File: config.mk
export PLATFORM = sky130hd
export DESIGN_NAME = spixf_core
export DESIGN_NICKNAME = d
export VERILOG_FILES = /design/src/design/spixf_pkg.sv /design/src/design/spixf_core.sv
export SDC_FILE = /design/constraint.sdc
export NUM_CORES = 1
export LEC_CHECK = 0
export BUFFER_PORTS_ARGS = -buffer_cell sky130_fd_sc_hd__buf_2
export CAP_MARGIN = 20
export CORE_MARGIN = 2
export CORE_UTILIZATION = 32
export CTS_CLUSTER_DIAMETER = 100
export CTS_CLUSTER_SIZE = 30
export DETAILED_ROUTE_END_ITERATION = 10
export SETUP_SLACK_MARGIN = 0.2
export SLEW_MARGIN = 15
export SYNTH_ARGS = -nofsm -noshare
export SYNTH_HDL_FRONTEND = slang
export SYNTH_SLANG_ARGS = --single-unit
File: constraint.sdc
create_clock -name clk_i -period 2.3 [get_ports clk_i]
set_clock_uncertainty 0.15 [all_clocks]
set_input_delay 0.46 -clock clk_i [delete_from_list [all_inputs] [get_ports clk_i]]
set_output_delay 0.46 -clock clk_i [all_outputs]
set_load 0.005 [all_outputs]
File: src/design/spixf_pkg.sv
// ============================================================
// shared constants and carriers of the spi transfer engine
// ============================================================
package spixf_pkg;

  // register byte offsets on the wishbone bus
  localparam logic [3:0] SPIXF_OFF_CTRL = 4'h0;
  localparam logic [3:0] SPIXF_OFF_STAT = 4'h4;
  localparam logic [3:0] SPIXF_OFF_DATA = 4'h8;

  // ctrl_reg field positions
  localparam int SPIXF_C_RXIE = 7;
  localparam int SPIXF_C_MASTER_SELECT_ALIAS = 5;
  localparam int SPIXF_C_CLOCK_POLARITY_SEL = 4;
  localparam int SPIXF_C_CLOCK_PHASE_SEL = 3;
  localparam int SPIXF_C_EN = 1;
  localparam int SPIXF_C_TXIE = 0;

  // status_ctrl_reg field positions
  localparam int SPIXF_S_RXF = 7;
  localparam int SPIXF_S_ERROR_IRQ_ENABLE = 6;
  localparam int SPIXF_S_OVR = 5;
  localparam int SPIXF_S_MODE_FAULT_FLAG = 4;
  localparam int SPIXF_S_TXE = 3;
  localparam int SPIXF_S_MODE_FAULT_ENABLE = 2;
  localparam int SPIXF_S_RATE = 0;

  // values after reset: master on, phase 1, transmit empty
  localparam logic SPIXF_RST_MASTER_SELECT_ALIAS = 1'b1;
  localparam logic SPIXF_RST_CLOCK_PHASE_SEL = 1'b1;
  localparam logic SPIXF_RST_TXE = 1'b1;

  // half bit time minus one, in bus cycles, per rate code
  localparam logic [6:0] SPIXF_HALF_DIV2 = 7'h00;
  localparam logic [6:0] SPIXF_HALF_DIV8 = 7'h03;
  localparam logic [6:0] SPIXF_HALF_DIV32 = 7'h0F;
  localparam logic [6:0] SPIXF_HALF_DIV128 = 7'h3F;

  // bits per transfer, last half index, overflow capture index
  localparam logic [3:0] SPIXF_BITS = 4'h8;
  localparam logic [3:0] SPIXF_LAST_HALF = 4'hF;
  localparam logic [3:0] SPIXF_OVR_CAPT = 4'h6;

  // pin drive carrier: level and enable per pin
  typedef struct packed {
    logic sck;
    logic sck_oe;
    logic mosi;
    logic mosi_oe;
    logic miso;
    logic miso_oe;
  } spixf_pins_t;

endpackage

File: src/design/spixf_core.sv
`timescale 1ns/1ps
// Functional notes
// - slave drives miso only while selected
// - phase 0: msb on miso at select
// - no shift reload during slave transfer
// - phase 1: first clock edge starts slave
// - master write starts; phase 0 idle half
// - phase 1 master: first edge idle-to-active
// - master bit clock runs only when enabled
// - master start within one bit time
// - overflow at bit 1 capture, blocks receive
// - status then data read clears overflow
// - errors raise combined receive/error request
// - pin directions follow master select
// - mode fault: slave deselect mid transfer, master select
// - fault flag set only when enabled
// - master fault disables and releases pins
// - slave transfer span per phase
// - fault keeps master select bit
// - phase 0 deselect faults without clocks
// - slave fault leaves enable alone
// - deselected slave ignores clocks, tristates miso
// - status read then ctrl write clears fault
// - rx full clear; data write clears empty
// - disabled: abort, empty set, pins released
module spixf_core
  import spixf_pkg::*;
(
  // clock and reset
  input wire logic clk_i,
  input wire logic rst_i,
  // wishbone slave
  input wire logic cyc_i,
  input wire logic stb_i,
  input wire logic we_i,
  input wire logic [3:0] adr_i,
  input wire logic [3:0] sel_i,
  input wire logic [31:0] dat_i,
  output logic [31:0] dat_o,
  output logic ack_o,
  // serial pins, inputs from outside
  input wire logic sck_i,
  input wire logic mosi_i,
  input wire logic miso_i,
  input wire logic ss_n_i,
  // serial pin drives
  output spixf_pins_t pins_o,
  // combined receive/error request
  output logic rx_err_irq_o
);

  // ============================================================
  // state
  // ============================================================
  typedef struct packed {
    logic [1:0] ss_sy;      // select synchroniser
    logic [1:0] sck_sy;     // clock synchroniser
    logic [1:0] mosi_sy;    // mosi synchroniser
    logic [1:0] miso_sy;    // miso synchroniser
    logic sck_prev;         // last synced clock
    logic ss_prev;          // last synced select
    logic rx_ie;            // ctrl bits
    logic master;
    logic clock_polarity_sel;
    logic clock_phase_sel;
    logic enable;
    logic tx_ie;
    logic error_irq_enable;            // status_ctrl bits
    logic mode_fault_enable;
    logic [1:0] rate;
    logic rxf;              // flags
    logic ovr;
    logic mode_fault_flag;
    logic txe;
    logic arm_rx;           // status read seen rxf/ovr
    logic arm_mode_fault_flag;         // status read seen mode_fault_flag
    logic [7:0] tx_buf;     // transmit buffer
    logic [7:0] rx_buf;     // receive register
    logic [7:0] shift;      // outgoing shift register
    logic [7:0] rxs;        // incoming shift register
    logic busy;             // transfer in progress
    logic pend;             // master byte waiting for tick
    logic [3:0] half;       // master half bit index
    logic [3:0] cnt;        // captured bits
    logic [1:0] cap_d;      // master capture, delayed for pin and sync lag
    logic [1:0] fin_d;      // master end of byte, delayed alongside
    logic [6:0] div;        // master bit clock divider
    spixf_pins_t pins;      // pin drives
    logic irq;
    logic ack;
    logic [31:0] dat;
  } spixf_state_t;

  spixf_state_t s;
  spixf_state_t n;

  // bus decode
  logic take;
  logic wr_ctrl;
  logic rd_stat;
  logic wr_stat;
  logic rd_data;
  logic wr_data;
  // link events
  logic sck_now;
  logic sel;
  logic lead;
  logic trail;
  logic ss_rise;
  logic ss_fall;
  logic tick;
  logic fault_m;
  logic fault_s;
  logic fault_cond;
  logic samp;
  logic shft;
  logic done;
  logic [6:0] half_m1;
  logic [7:0] stat_rd;
  logic [7:0] ctrl_rd;

  // ============================================================
  // bus decode and events
  // ============================================================
  // request taken in its first cycle, answered one cycle later
  always_comb begin
    take = cyc_i && stb_i && !s.ack;
    wr_ctrl = take && we_i && sel_i[0] && adr_i == SPIXF_OFF_CTRL;
    rd_stat = take && !we_i && adr_i == SPIXF_OFF_STAT;
    wr_stat = take && we_i && sel_i[0] && adr_i == SPIXF_OFF_STAT;
    rd_data = take && !we_i && adr_i == SPIXF_OFF_DATA;
    wr_data = take && we_i && sel_i[0] && adr_i == SPIXF_OFF_DATA;
    sck_now = s.sck_sy[1];
    sel = !s.ss_sy[1];
    lead = (sck_now != s.clock_polarity_sel) && (s.sck_prev == s.clock_polarity_sel);
    trail = (sck_now == s.clock_polarity_sel) && (s.sck_prev != s.clock_polarity_sel);
    ss_rise = s.ss_sy[1] && !s.ss_prev;
    ss_fall = !s.ss_sy[1] && s.ss_prev;
    case (s.rate)
      2'b00: half_m1 = SPIXF_HALF_DIV2;
      2'b01: half_m1 = SPIXF_HALF_DIV8;
      2'b10: half_m1 = SPIXF_HALF_DIV32;
      default: half_m1 = SPIXF_HALF_DIV128;
    endcase
    // free-running tick, only when enabled master
    tick = s.enable && s.master && s.div == 7'h00;
    // fault on master selected, or slave lost mid transfer
    fault_cond = s.enable && s.master && sel;
    fault_m = fault_cond;
    fault_s = s.enable && !s.master && ss_rise && s.busy;
    ctrl_rd = '0;
    ctrl_rd[SPIXF_C_RXIE] = s.rx_ie;
    ctrl_rd[SPIXF_C_MASTER_SELECT_ALIAS] = s.master;
    ctrl_rd[SPIXF_C_CLOCK_POLARITY_SEL] = s.clock_polarity_sel;
    ctrl_rd[SPIXF_C_CLOCK_PHASE_SEL] = s.clock_phase_sel;
    ctrl_rd[SPIXF_C_EN] = s.enable;
    ctrl_rd[SPIXF_C_TXIE] = s.tx_ie;
    stat_rd = '0;
    stat_rd[SPIXF_S_RXF] = s.rxf;
    stat_rd[SPIXF_S_ERROR_IRQ_ENABLE] = s.error_irq_enable;
    stat_rd[SPIXF_S_OVR] = s.ovr;
    stat_rd[SPIXF_S_MODE_FAULT_FLAG] = s.mode_fault_flag;
    stat_rd[SPIXF_S_TXE] = s.txe;
    stat_rd[SPIXF_S_MODE_FAULT_ENABLE] = s.mode_fault_enable;
    stat_rd[SPIXF_S_RATE +: 2] = s.rate;
  end

  // ============================================================
  // next state
  // ============================================================
  always_comb begin
    n = s;
    samp = 1'b0;
    shft = 1'b0;
    done = 1'b0;
    // synchronisers: first stage read only by the second
    n.ss_sy = {s.ss_sy[0], ss_n_i};
    n.sck_sy = {s.sck_sy[0], sck_i};
    n.mosi_sy = {s.mosi_sy[0], mosi_i};
    n.miso_sy = {s.miso_sy[0], miso_i};
    n.sck_prev = sck_now;
    n.ss_prev = s.ss_sy[1];
    // bus answer, dropped the cycle after it was given
    n.ack = take;
    n.dat = '0;
    if (take && !we_i) begin
      case (adr_i)
        SPIXF_OFF_CTRL: n.dat = {24'h000000, ctrl_rd};
        SPIXF_OFF_STAT: n.dat = {24'h000000, stat_rd};
        SPIXF_OFF_DATA: n.dat = {24'h000000, s.rx_buf};
        default: n.dat = '0;
      endcase
    end
    // register writes; clears come first so a set below wins
    if (wr_ctrl) begin
      n.rx_ie = dat_i[SPIXF_C_RXIE];
      n.master = dat_i[SPIXF_C_MASTER_SELECT_ALIAS];
      n.clock_polarity_sel = dat_i[SPIXF_C_CLOCK_POLARITY_SEL];
      n.clock_phase_sel = dat_i[SPIXF_C_CLOCK_PHASE_SEL];
      n.enable = dat_i[SPIXF_C_EN];
      n.tx_ie = dat_i[SPIXF_C_TXIE];
      // clear only after armed read, never while fault persists
      if (s.arm_mode_fault_flag && !fault_cond) begin
        n.mode_fault_flag = 1'b0;
        n.arm_mode_fault_flag = 1'b0;
      end
    end
    if (wr_stat) begin
      n.error_irq_enable = dat_i[SPIXF_S_ERROR_IRQ_ENABLE];
      n.mode_fault_enable = dat_i[SPIXF_S_MODE_FAULT_ENABLE];
      n.rate = dat_i[SPIXF_S_RATE +: 2];
    end
    if (rd_stat) begin
      n.arm_rx = s.rxf || s.ovr;
      n.arm_mode_fault_flag = s.mode_fault_flag;
    end
    // armed data read clears receive flags, data kept
    if (rd_data && s.arm_rx) begin
      n.rxf = 1'b0;
      n.ovr = 1'b0;
      n.arm_rx = 1'b0;
    end
    // data write fills the buffer, empties no more
    if (wr_data) begin
      n.tx_buf = dat_i[7:0];
      n.txe = 1'b0;
    end
    // divider reloads each half bit, held while not master
    if (!(s.enable && s.master)) begin
      n.div = 7'h00;
    end else if (tick) begin
      n.div = half_m1;
    end else begin
      n.div = s.div - 7'h01;
    end
    if (s.enable && !s.busy && !s.pend && !s.txe) begin
      n.shift = s.tx_buf;
      // a write landing in the same cycle keeps the buffer full
      n.txe = !wr_data;
      n.pend = s.master;
    end
    // master round trip: sck out flop, far side, two sync flops
    n.cap_d = {s.cap_d[0], 1'b0};
    n.fin_d = {s.fin_d[0], 1'b0};
    if (s.enable && s.master) begin
      // start on the next tick, at most one half bit away
      if (tick && s.pend && !s.busy) begin
        n.busy = 1'b1;
        n.pend = 1'b0;
        n.half = 4'h0;
        n.cnt = 4'h0;
      end else if (tick && s.busy) begin
        // capture at end of even halves, shift at end of odd ones but the last
        // capture and end are taken two cycles late, after the echo settles
        n.cap_d[0] = !s.half[0];
        n.fin_d[0] = s.half == SPIXF_LAST_HALF;
        shft = s.half[0] && s.half != SPIXF_LAST_HALF;
        if (s.half == SPIXF_LAST_HALF) begin
          n.busy = 1'b0;
        end
        n.half = s.half + 4'h1;
      end
      samp = s.cap_d[1];
      done = s.fin_d[1];
    end else if (s.enable) begin
      // deselect stops the transfer and ignores clocks
      if (!sel) begin
        n.busy = 1'b0;
      end else if (!s.clock_phase_sel) begin
        // select fall starts, msb already on miso
        if (ss_fall) begin
          n.busy = 1'b1;
          n.cnt = 4'h0;
        end else if (s.busy && lead) begin
          samp = 1'b1;
        end else if (s.busy && trail) begin
          shft = s.cnt != SPIXF_BITS;
          done = s.cnt == SPIXF_BITS;
        end
      end else begin
        // first edge from idle starts phase 1 transfer
        if (!s.busy && lead) begin
          n.busy = 1'b1;
          n.cnt = 4'h0;
        end else if (s.busy && lead) begin
          shft = 1'b1;
        end else if (s.busy && trail) begin
          samp = 1'b1;
          done = s.cnt == SPIXF_BITS - 4'h1;
        end
      end
    end
    // msb first, one bit per capture
    if (shft) begin
      n.shift = {s.shift[6:0], 1'b0};
    end
    if (samp) begin
      n.rxs = {s.rxs[6:0], s.master ? s.miso_sy[1] : s.mosi_sy[1]};
      n.cnt = s.cnt + 4'h1;
      // unread byte when bit 1 is captured
      if (s.cnt == SPIXF_OVR_CAPT && s.rxf) begin
        n.ovr = 1'b1;
      end
    end
    if (done) begin
      // master busy already dropped; a new byte may have started
      if (!s.master) begin
        n.busy = 1'b0;
      end
      // while overflow stands nothing enters the receive register
      if (!n.ovr) begin
        n.rx_buf = n.rxs;
        n.rxf = 1'b1;
      end
    end
    // fault flag needs its enable; master bit untouched
    if (s.mode_fault_enable && (fault_m || fault_s)) begin
      n.mode_fault_flag = 1'b1;
      // master fault disables; slave fault does not
      n.enable = n.enable && !fault_m;
    end
    // disabled: abort, clear counters, empty set
    if (!n.enable) begin
      n.txe = 1'b1;
      n.busy = 1'b0;
      n.pend = 1'b0;
      n.shift = 8'h00;
      n.half = 4'h0;
      n.cnt = 4'h0;
      n.cap_d = 2'b00;
      n.fin_d = 2'b00;
    end
    n.pins.sck_oe = n.enable && n.master;
    n.pins.mosi_oe = n.enable && n.master;
    // miso driven only by a selected slave
    n.pins.miso_oe = n.enable && !n.master && !s.ss_sy[1];
    n.pins.mosi = n.shift[7];
    n.pins.miso = n.shift[7];
    // phase 0 active in odd halves, phase 1 in even ones
    n.pins.sck = n.clock_polarity_sel ^ (n.busy && (n.half[0] ^ n.clock_phase_sel));
    // errors and receive full share one request
    n.irq = (n.error_irq_enable && (n.mode_fault_flag || n.ovr)) || (n.rx_ie && n.rxf);
  end

  // ============================================================
  // registers
  // ============================================================
  always_ff @(posedge clk_i) begin
    if (rst_i) begin
      s <= '0;
      s.ss_sy <= 2'b11;
      s.ss_prev <= 1'b1;
      s.master <= SPIXF_RST_MASTER_SELECT_ALIAS;
      s.clock_phase_sel <= SPIXF_RST_CLOCK_PHASE_SEL;
      s.txe <= SPIXF_RST_TXE;
    end else begin
      s <= n;
    end
  end

  // outputs straight from flops
  always_comb begin
    dat_o = s.dat;
    ack_o = s.ack;
    pins_o = s.pins;
    rx_err_irq_o = s.irq;
  end
endmodule

; After elaboration in Yosys (flattened, before gate mapping)
; Index checks and enable logic that the tools add are counted.
[op_classes]
n_reduce_logical = 77
n_bitwise = 7
addsub = 3
mux = 83
n_eq_ne = 17
[ops]
columns = op, n
row1 = $mux 1, 62
row2 = $mux 4, 11
row3 = $logic_and 1x1->1, 41
row4 = $mux 8, 3
row5 = $pmux 8 s3, 1
row6 = $pmux 6 s3, 1
row7 = $mux 14, 1
row8 = $eq 4x3->1 const B, 3
row9 = $eq 4x4->1 const B, 3
row10 = $logic_not 1->1, 12
row11 = $reduce_bool 2->1, 5
row12 = $add 4x1->4 const B, 2
row13 = $ne 4x4->1 const B, 2
row14 = $reduce_or 2->1, 4
row15 = $logic_not 7->1, 1
row16 = $mux 7, 1
row17 = $sub 7x1->7 const B, 1
row18 = $mux 6, 1
row19 = $reduce_and 2->1, 3
row20 = $mux 5, 1
row21 = $not 1->1, 5
row22 = $reduce_and 5->1, 1
row23 = $reduce_or 5->1, 1
row24 = $logic_not 4->1, 1
row25 = other kinds (14), 20
[word_totals]
out_inout_bits = 40
ff_bits = 116

; Depth between registers and ports, before layout
[depth]
word_depth = 15
mapped_depth = 10
mapped_depth_nobuf = 8

; Worst setup path before layout
; No wires, ideal clock.
[synth_timing]
path_type = input to register
from = input port adr_i[2]
to = register s, in the netlist pins_o[5]
cell_stages = 7
n_path_buf = 1
required_ns = 2.022
setup_ns = 0.128
slack_ns = -0.017
arrival_ns = 2.039
path_cell_list = buf_2 or4_4 o31a_1 a311oi_2 nand4_1 nor3_1 nor3_2
[synth_between]
elab_chain_cells = 9
[synth_rtl]
columns = element, line
row1 = from (decl), spixf_core.sv:36  ; input wire logic [3:0] adr_i,
row2 = $logic_not 4->1 (*), spixf_core.sv:128  ; wr_ctrl = take && we_i && sel_i[0] && adr_i == SPIXF_OFF_CTRL;
row3 = $logic_and 1x1->1 (*), spixf_core.sv:128
row4 = $mux 6 (*), spixf_core.sv:195  ; if (wr_ctrl) begin
row5 = $logic_and 1x1->1, spixf_core.sv:320  ; n.enable = n.enable && !fault_m;
row6 = $mux 1, spixf_core.sv:317  ; if (s.mode_fault_enable && (fault_m || fault_s)) begin
row7 = $mux 14, spixf_core.sv:323  ; if (!n.enable) begin
row8 = $xor 1x1->1, spixf_core.sv:340  ; n.pins.sck = n.clock_polarity_sel ^ (n.busy && (n.half[0] ^ n.clock_phase_sel));
row9 = $logic_and 1x1->1, spixf_core.sv:340
row10 = $xor 1x1->1 (*), spixf_core.sv:340
row11 = to (signal assigned), spixf_core.sv:357  ; s <= n;
row12 = to (decl), spixf_core.sv:94  ; spixf_state_t s;
; Mark *: on every way between the ends. The rest lies on a longest branch, timed or not.
; A chain may end at the register's enable or synchronous reset.

; Worst setup path after layout
[layout_timing]
from = register s[40] (netlist bit)
to = register s, in the netlist pins_o[5]
[layout_between]
elab_chain_cells = 11
word_cells_on_any_way = 17
classes_between = mux (9) / bitwise (2) / reduce/logical (6)
[layout_rtl]
columns = element, line
row1 = $logic_not 7->1 (*), spixf_core.sv:146  ; tick = s.enable && s.master && s.div == 7'h00;
row2 = $logic_and 1x1->1 (*), spixf_core.sv:146
row3 = $logic_and 1x1->1 (on tied branches), "spixf_core.sv:252, spixf_core.sv:247"
row4 = $mux 1 / $logic_and 1x1->1 (equally long branches), "spixf_core.sv:252, spixf_core.sv:247"
row5 = $mux 1, spixf_core.sv:247  ; if (tick && s.pend && !s.busy) begin
row6 = $mux 1, spixf_core.sv:245  ; if (s.enable && s.master) begin
row7 = $mux 1, spixf_core.sv:307  ; if (!s.master) begin
row8 = $mux 1, spixf_core.sv:305  ; if (done) begin
row9 = $mux 14 (*), spixf_core.sv:323
row10 = $logic_and 1x1->1 (*), spixf_core.sv:340
row11 = $xor 1x1->1 (*), spixf_core.sv:340
; Mark *: on every way between the ends. The rest lies on a longest branch, timed or not. The select of a mux whose other input is x is not followed.

==> run metrics <==
Pleak=2.19 nW; pin count of the biggest net entering global routing=32; Tmin final=2390 ps; Area Growth Syn to Fin=29.7%; full die area=14600 um2; drt first pass iters=4; vias in the first global route=~3500; Slew Limit Fails=0; Final WS setup=-85.1 ps; CTS tree=built; Worst Hold Class=in -> reg; Port Buffer Count=37; Seq pwr share=~51%; CP Data Arrival Time=approximately 2500 ps; fin crit share=104%; reg2reg end=pins_o[5]; XOR/XNOR Fraction of Synth Area=1.20%; startpoint types=register; DRT iter0 DRCs=201; area of the mapped netlist=4370 um2; share of cells above drive strength 1=between 30% and 40%; largest family of logic cells by synthesized area=simple AND/OR/NAND/NOR gates; Sw Share=21.4%; Die Span Y=roughly 120 um; gr ovfl total=0; Antenna Nets Post-Route=0; Seq/Total Area, Yosys=42.2%; Final TNS setup=-442 ps; worst-margin pin slew=521 ps; Yosys warnings=0; io pins=89; clock buffer count from CTS=9; r2r setup slk=-90 ps; reg2reg path depth=9; clock sinks=92; WL/cell=14.7 um; Mean Syn Cell Area=approximately 9.4 um2; Synth top area share=between 40% and 50%; Required @ worst endpoint=around 2400 ps; cell taking the most area after synthesis=dfxtp_1; Placer Congestion=0.910; nets@finish=587; final setup fails=9; Worst-path clk slew=60 ps; Die W=121 um; mux share of post-synthesis cell area=10.0%; worst hold margin=151 ps; Mapped Cells=465; worst skew pair latency=340 ps; combinational share of power=3.8%; post-synth cell types=70; Synth area leaders=dfxtp_1 (42%), mux2i_1 (9.2%), buf_4 (6.7%); Peak Freq=0.419 GHz; routed vias=3400; CTS Buffer Depth=2; failing checks=negative setup slack; initial antenna violation count=0; n_diodes=0; final count of hold timing violations=0; Net Sw Power=0.677 mW; H-tree depth=3; Worst setup EP type=register; Root Buffer=clkbuf_16; Clk pwr share=45.5%; max-cap violation count=0; pre-CTS setup slack=-190 ps; DRT Wirelength=10500 um; Main synth FF type=dfxtp_1; ys async rst share=0%; Worst R2R Start=s[40]; P_int=2.49 mW; number of core rows=42; Global Route Usage Sum=14.5%; Fill cells=1233; number of flops mapped to enable cells by yosys=0; flops & latches, synth=92; RSZ-0062 raised after global routing=true; outcome=complete, but fails checks; maximum fanout along the worst path=4; Reg area=1860 um2; final routed DRC violation total=0; mean number of vias per cell=approximately 4.8; core area=13300 um2; worst hold path cell count=2; min-delay src=ss_n_i; Hold Crit Endpoint=n[118]; worst setup path class=reg -> reg; starting density of the core=32.9%; adder-cell area share of the yosys netlist=1.72%; Multi-input gate area=2540 um2; Slew HR=64.9%; PD cells=559 nW/um2; Peak VDD IR=between 0.0003 and 0.0004 V; Post-DP HPWL=7230 um; complex-gate fraction of the synthesized area=between 10% and 20%; first-pass GRT wire length=16800 um; Simple-Gate Fraction of Synth Area=20.4%
==> cell usage in the layout (no fill, tap or decap), types with 5 or more instances in the layout <==
| cell | Yosys | layout |
|---|---|---|
| ha_1 | 6 | 5 |
| nand3_1 | 8 | 6 |
| buf_2 | 6 | 37 |
| nand2_1 | 17 | 15 |
| a21oi_2 | 0 | 6 |
| nor3b_2 | 3 | 7 |
| nor2b_1 | 14 | 12 |
| dfxtp_1 | 92 | 84 |
| inv_1 | 10 | 7 |
| clkbuf_16 | 0 | 10 |
| and2_1 | 7 | 7 |
| mux2i_1 | 40 | 40 |
| conb_1 | 1 | 24 |
| a21o_1 | 7 | 7 |
| or2_2 | 6 | 5 |
| nor3_2 | 1 | 5 |
| a211oi_2 | 5 | 9 |
| buf_6 | 5 | 13 |
| nor3_1 | 10 | 6 |
| nor2_2 | 0 | 6 |
| a21oi_1 | 22 | 14 |
| buf_4 | 39 | 41 |
| dfxtp_2 | 0 | 6 |
| nor2_1 | 63 | 53 |
==> final cells by class <==
type / count / share of cell area [%]
multi-input combinational: 323 / 44.8
inverter: 11 / 0.773
clock buffer: 12 / 4.17
tap: 176 / 3.89
timing repair buffer: 95 / 12.7
clock inverter: 4 / 0.883
sequential: 92 / 32.8
==> critical path, stage by stage, from the launching register on <==
cell and delay (ps):
dfxtp_2 320, inv_2 70, ha_4 130, or3b_4 390, buf_6 140, or3_4 330, or3_4 340, nand4_1 190
o21a_1 150, nor3_2 40
==> flip-flops by register name (all words and copies together) (netlist names) <==
register,count
s,67
ack_o,1
n,6
dat_o,8
rx_err_irq_o,1
ctrl_rd,6
pins_o,3
==> how the worst max path moves through the flow <==
stage | start | endpoint | slack, ps
floorplan | adr_i[3] | pins_o[5] | 20
global placement | adr_i[1] | pins_o[5] | -190
detailed placement | s[40] | pins_o[5] | -190
CTS | s[40] | pins_o[5] | -70
global route | s[40] | pins_o[5] | -160
finish | s[40] | pins_o[5] | -90
==> synthesized netlist by cell type, types with 4 or more instances <==
cell type / number
nand2_1: 17
clkbuf_1: 10
or3_1: 4
inv_1: 10
or2_2: 6
a21oi_1: 22
nor3b_1: 9
a21o_1: 7
nand4b_1: 4
nor3_1: 10
dfxtp_1: 92
nor2b_1: 14
o21ai_0: 10
nand2b_1: 4
nand3_1: 8
nor2_1: 63
buf_4: 39
a211oi_1: 5
and2_1: 7
a211oi_2: 5
mux2i_1: 40
buf_6: 5
buf_2: 6
ha_1: 6
==> power by group through the flow <==
| stage | sequential [mW] | clock [mW] | combinational (mW) |
|---|---|---|---|
| after CTS | 1.60 | 1.48 | 0.118 |
| after detailed placement | 1.64 | 0 | 0.116 |
| final | 1.60 | 1.44 | 0.122 |
| after floorplan | 1.64 | 0 | 0.0960 |
| after global placement | 1.64 | 0 | 0.115 |
| after global routing | 1.60 | 1.54 | 0.134 |
==> per-stage QoR <==
stage          total power [mW]  util, %  instance area, um2  instances
2_1_floorplan              1.74        -                4550        488
3_3_place_gp               1.76     36.3                4830        680
4_1_cts                    3.20     40.4                5380        706
6_report                   3.17     42.6                5670        713
5_1_grt                    3.28     42.6                5670        713
3_5_place_dp               1.76     36.3                4830        680
==> timing repair <==
item                       4_1_cts  5_1_grt
hold buffers                     0        0
gates resized for setup         52       46
gates cloned                     0        1
buffers inserted                10        6
setup endpoints to repair       32       39
pin swaps                       23       23
==> cell families after synthesis <==
| family | Yosys count |
|---|---|
| AND/OR/NAND/NOR | 165 |
| flip-flops | 92 |
| AO/OA/AOI/OAI | 79 |
| buffers and inverters | 73 |
| multiplexers | 43 |
| adder cells (fa/ha/maj) | 6 |
| XOR/XNOR | 6 |
| other | 1 |
==> per-layer routing <==
metal / GRT usage, % / up-vias / share of wire (%)
li1: - / 1690 / -
met1: 18.4 / 1609 / 45
met2: 23.9 / 85 / 49
met3: 3.07 / 16 / 4.1
met4: 5.38 / 0 / 1.5
met5: 0 / - / 0
(Power assumes the default switching activity.)
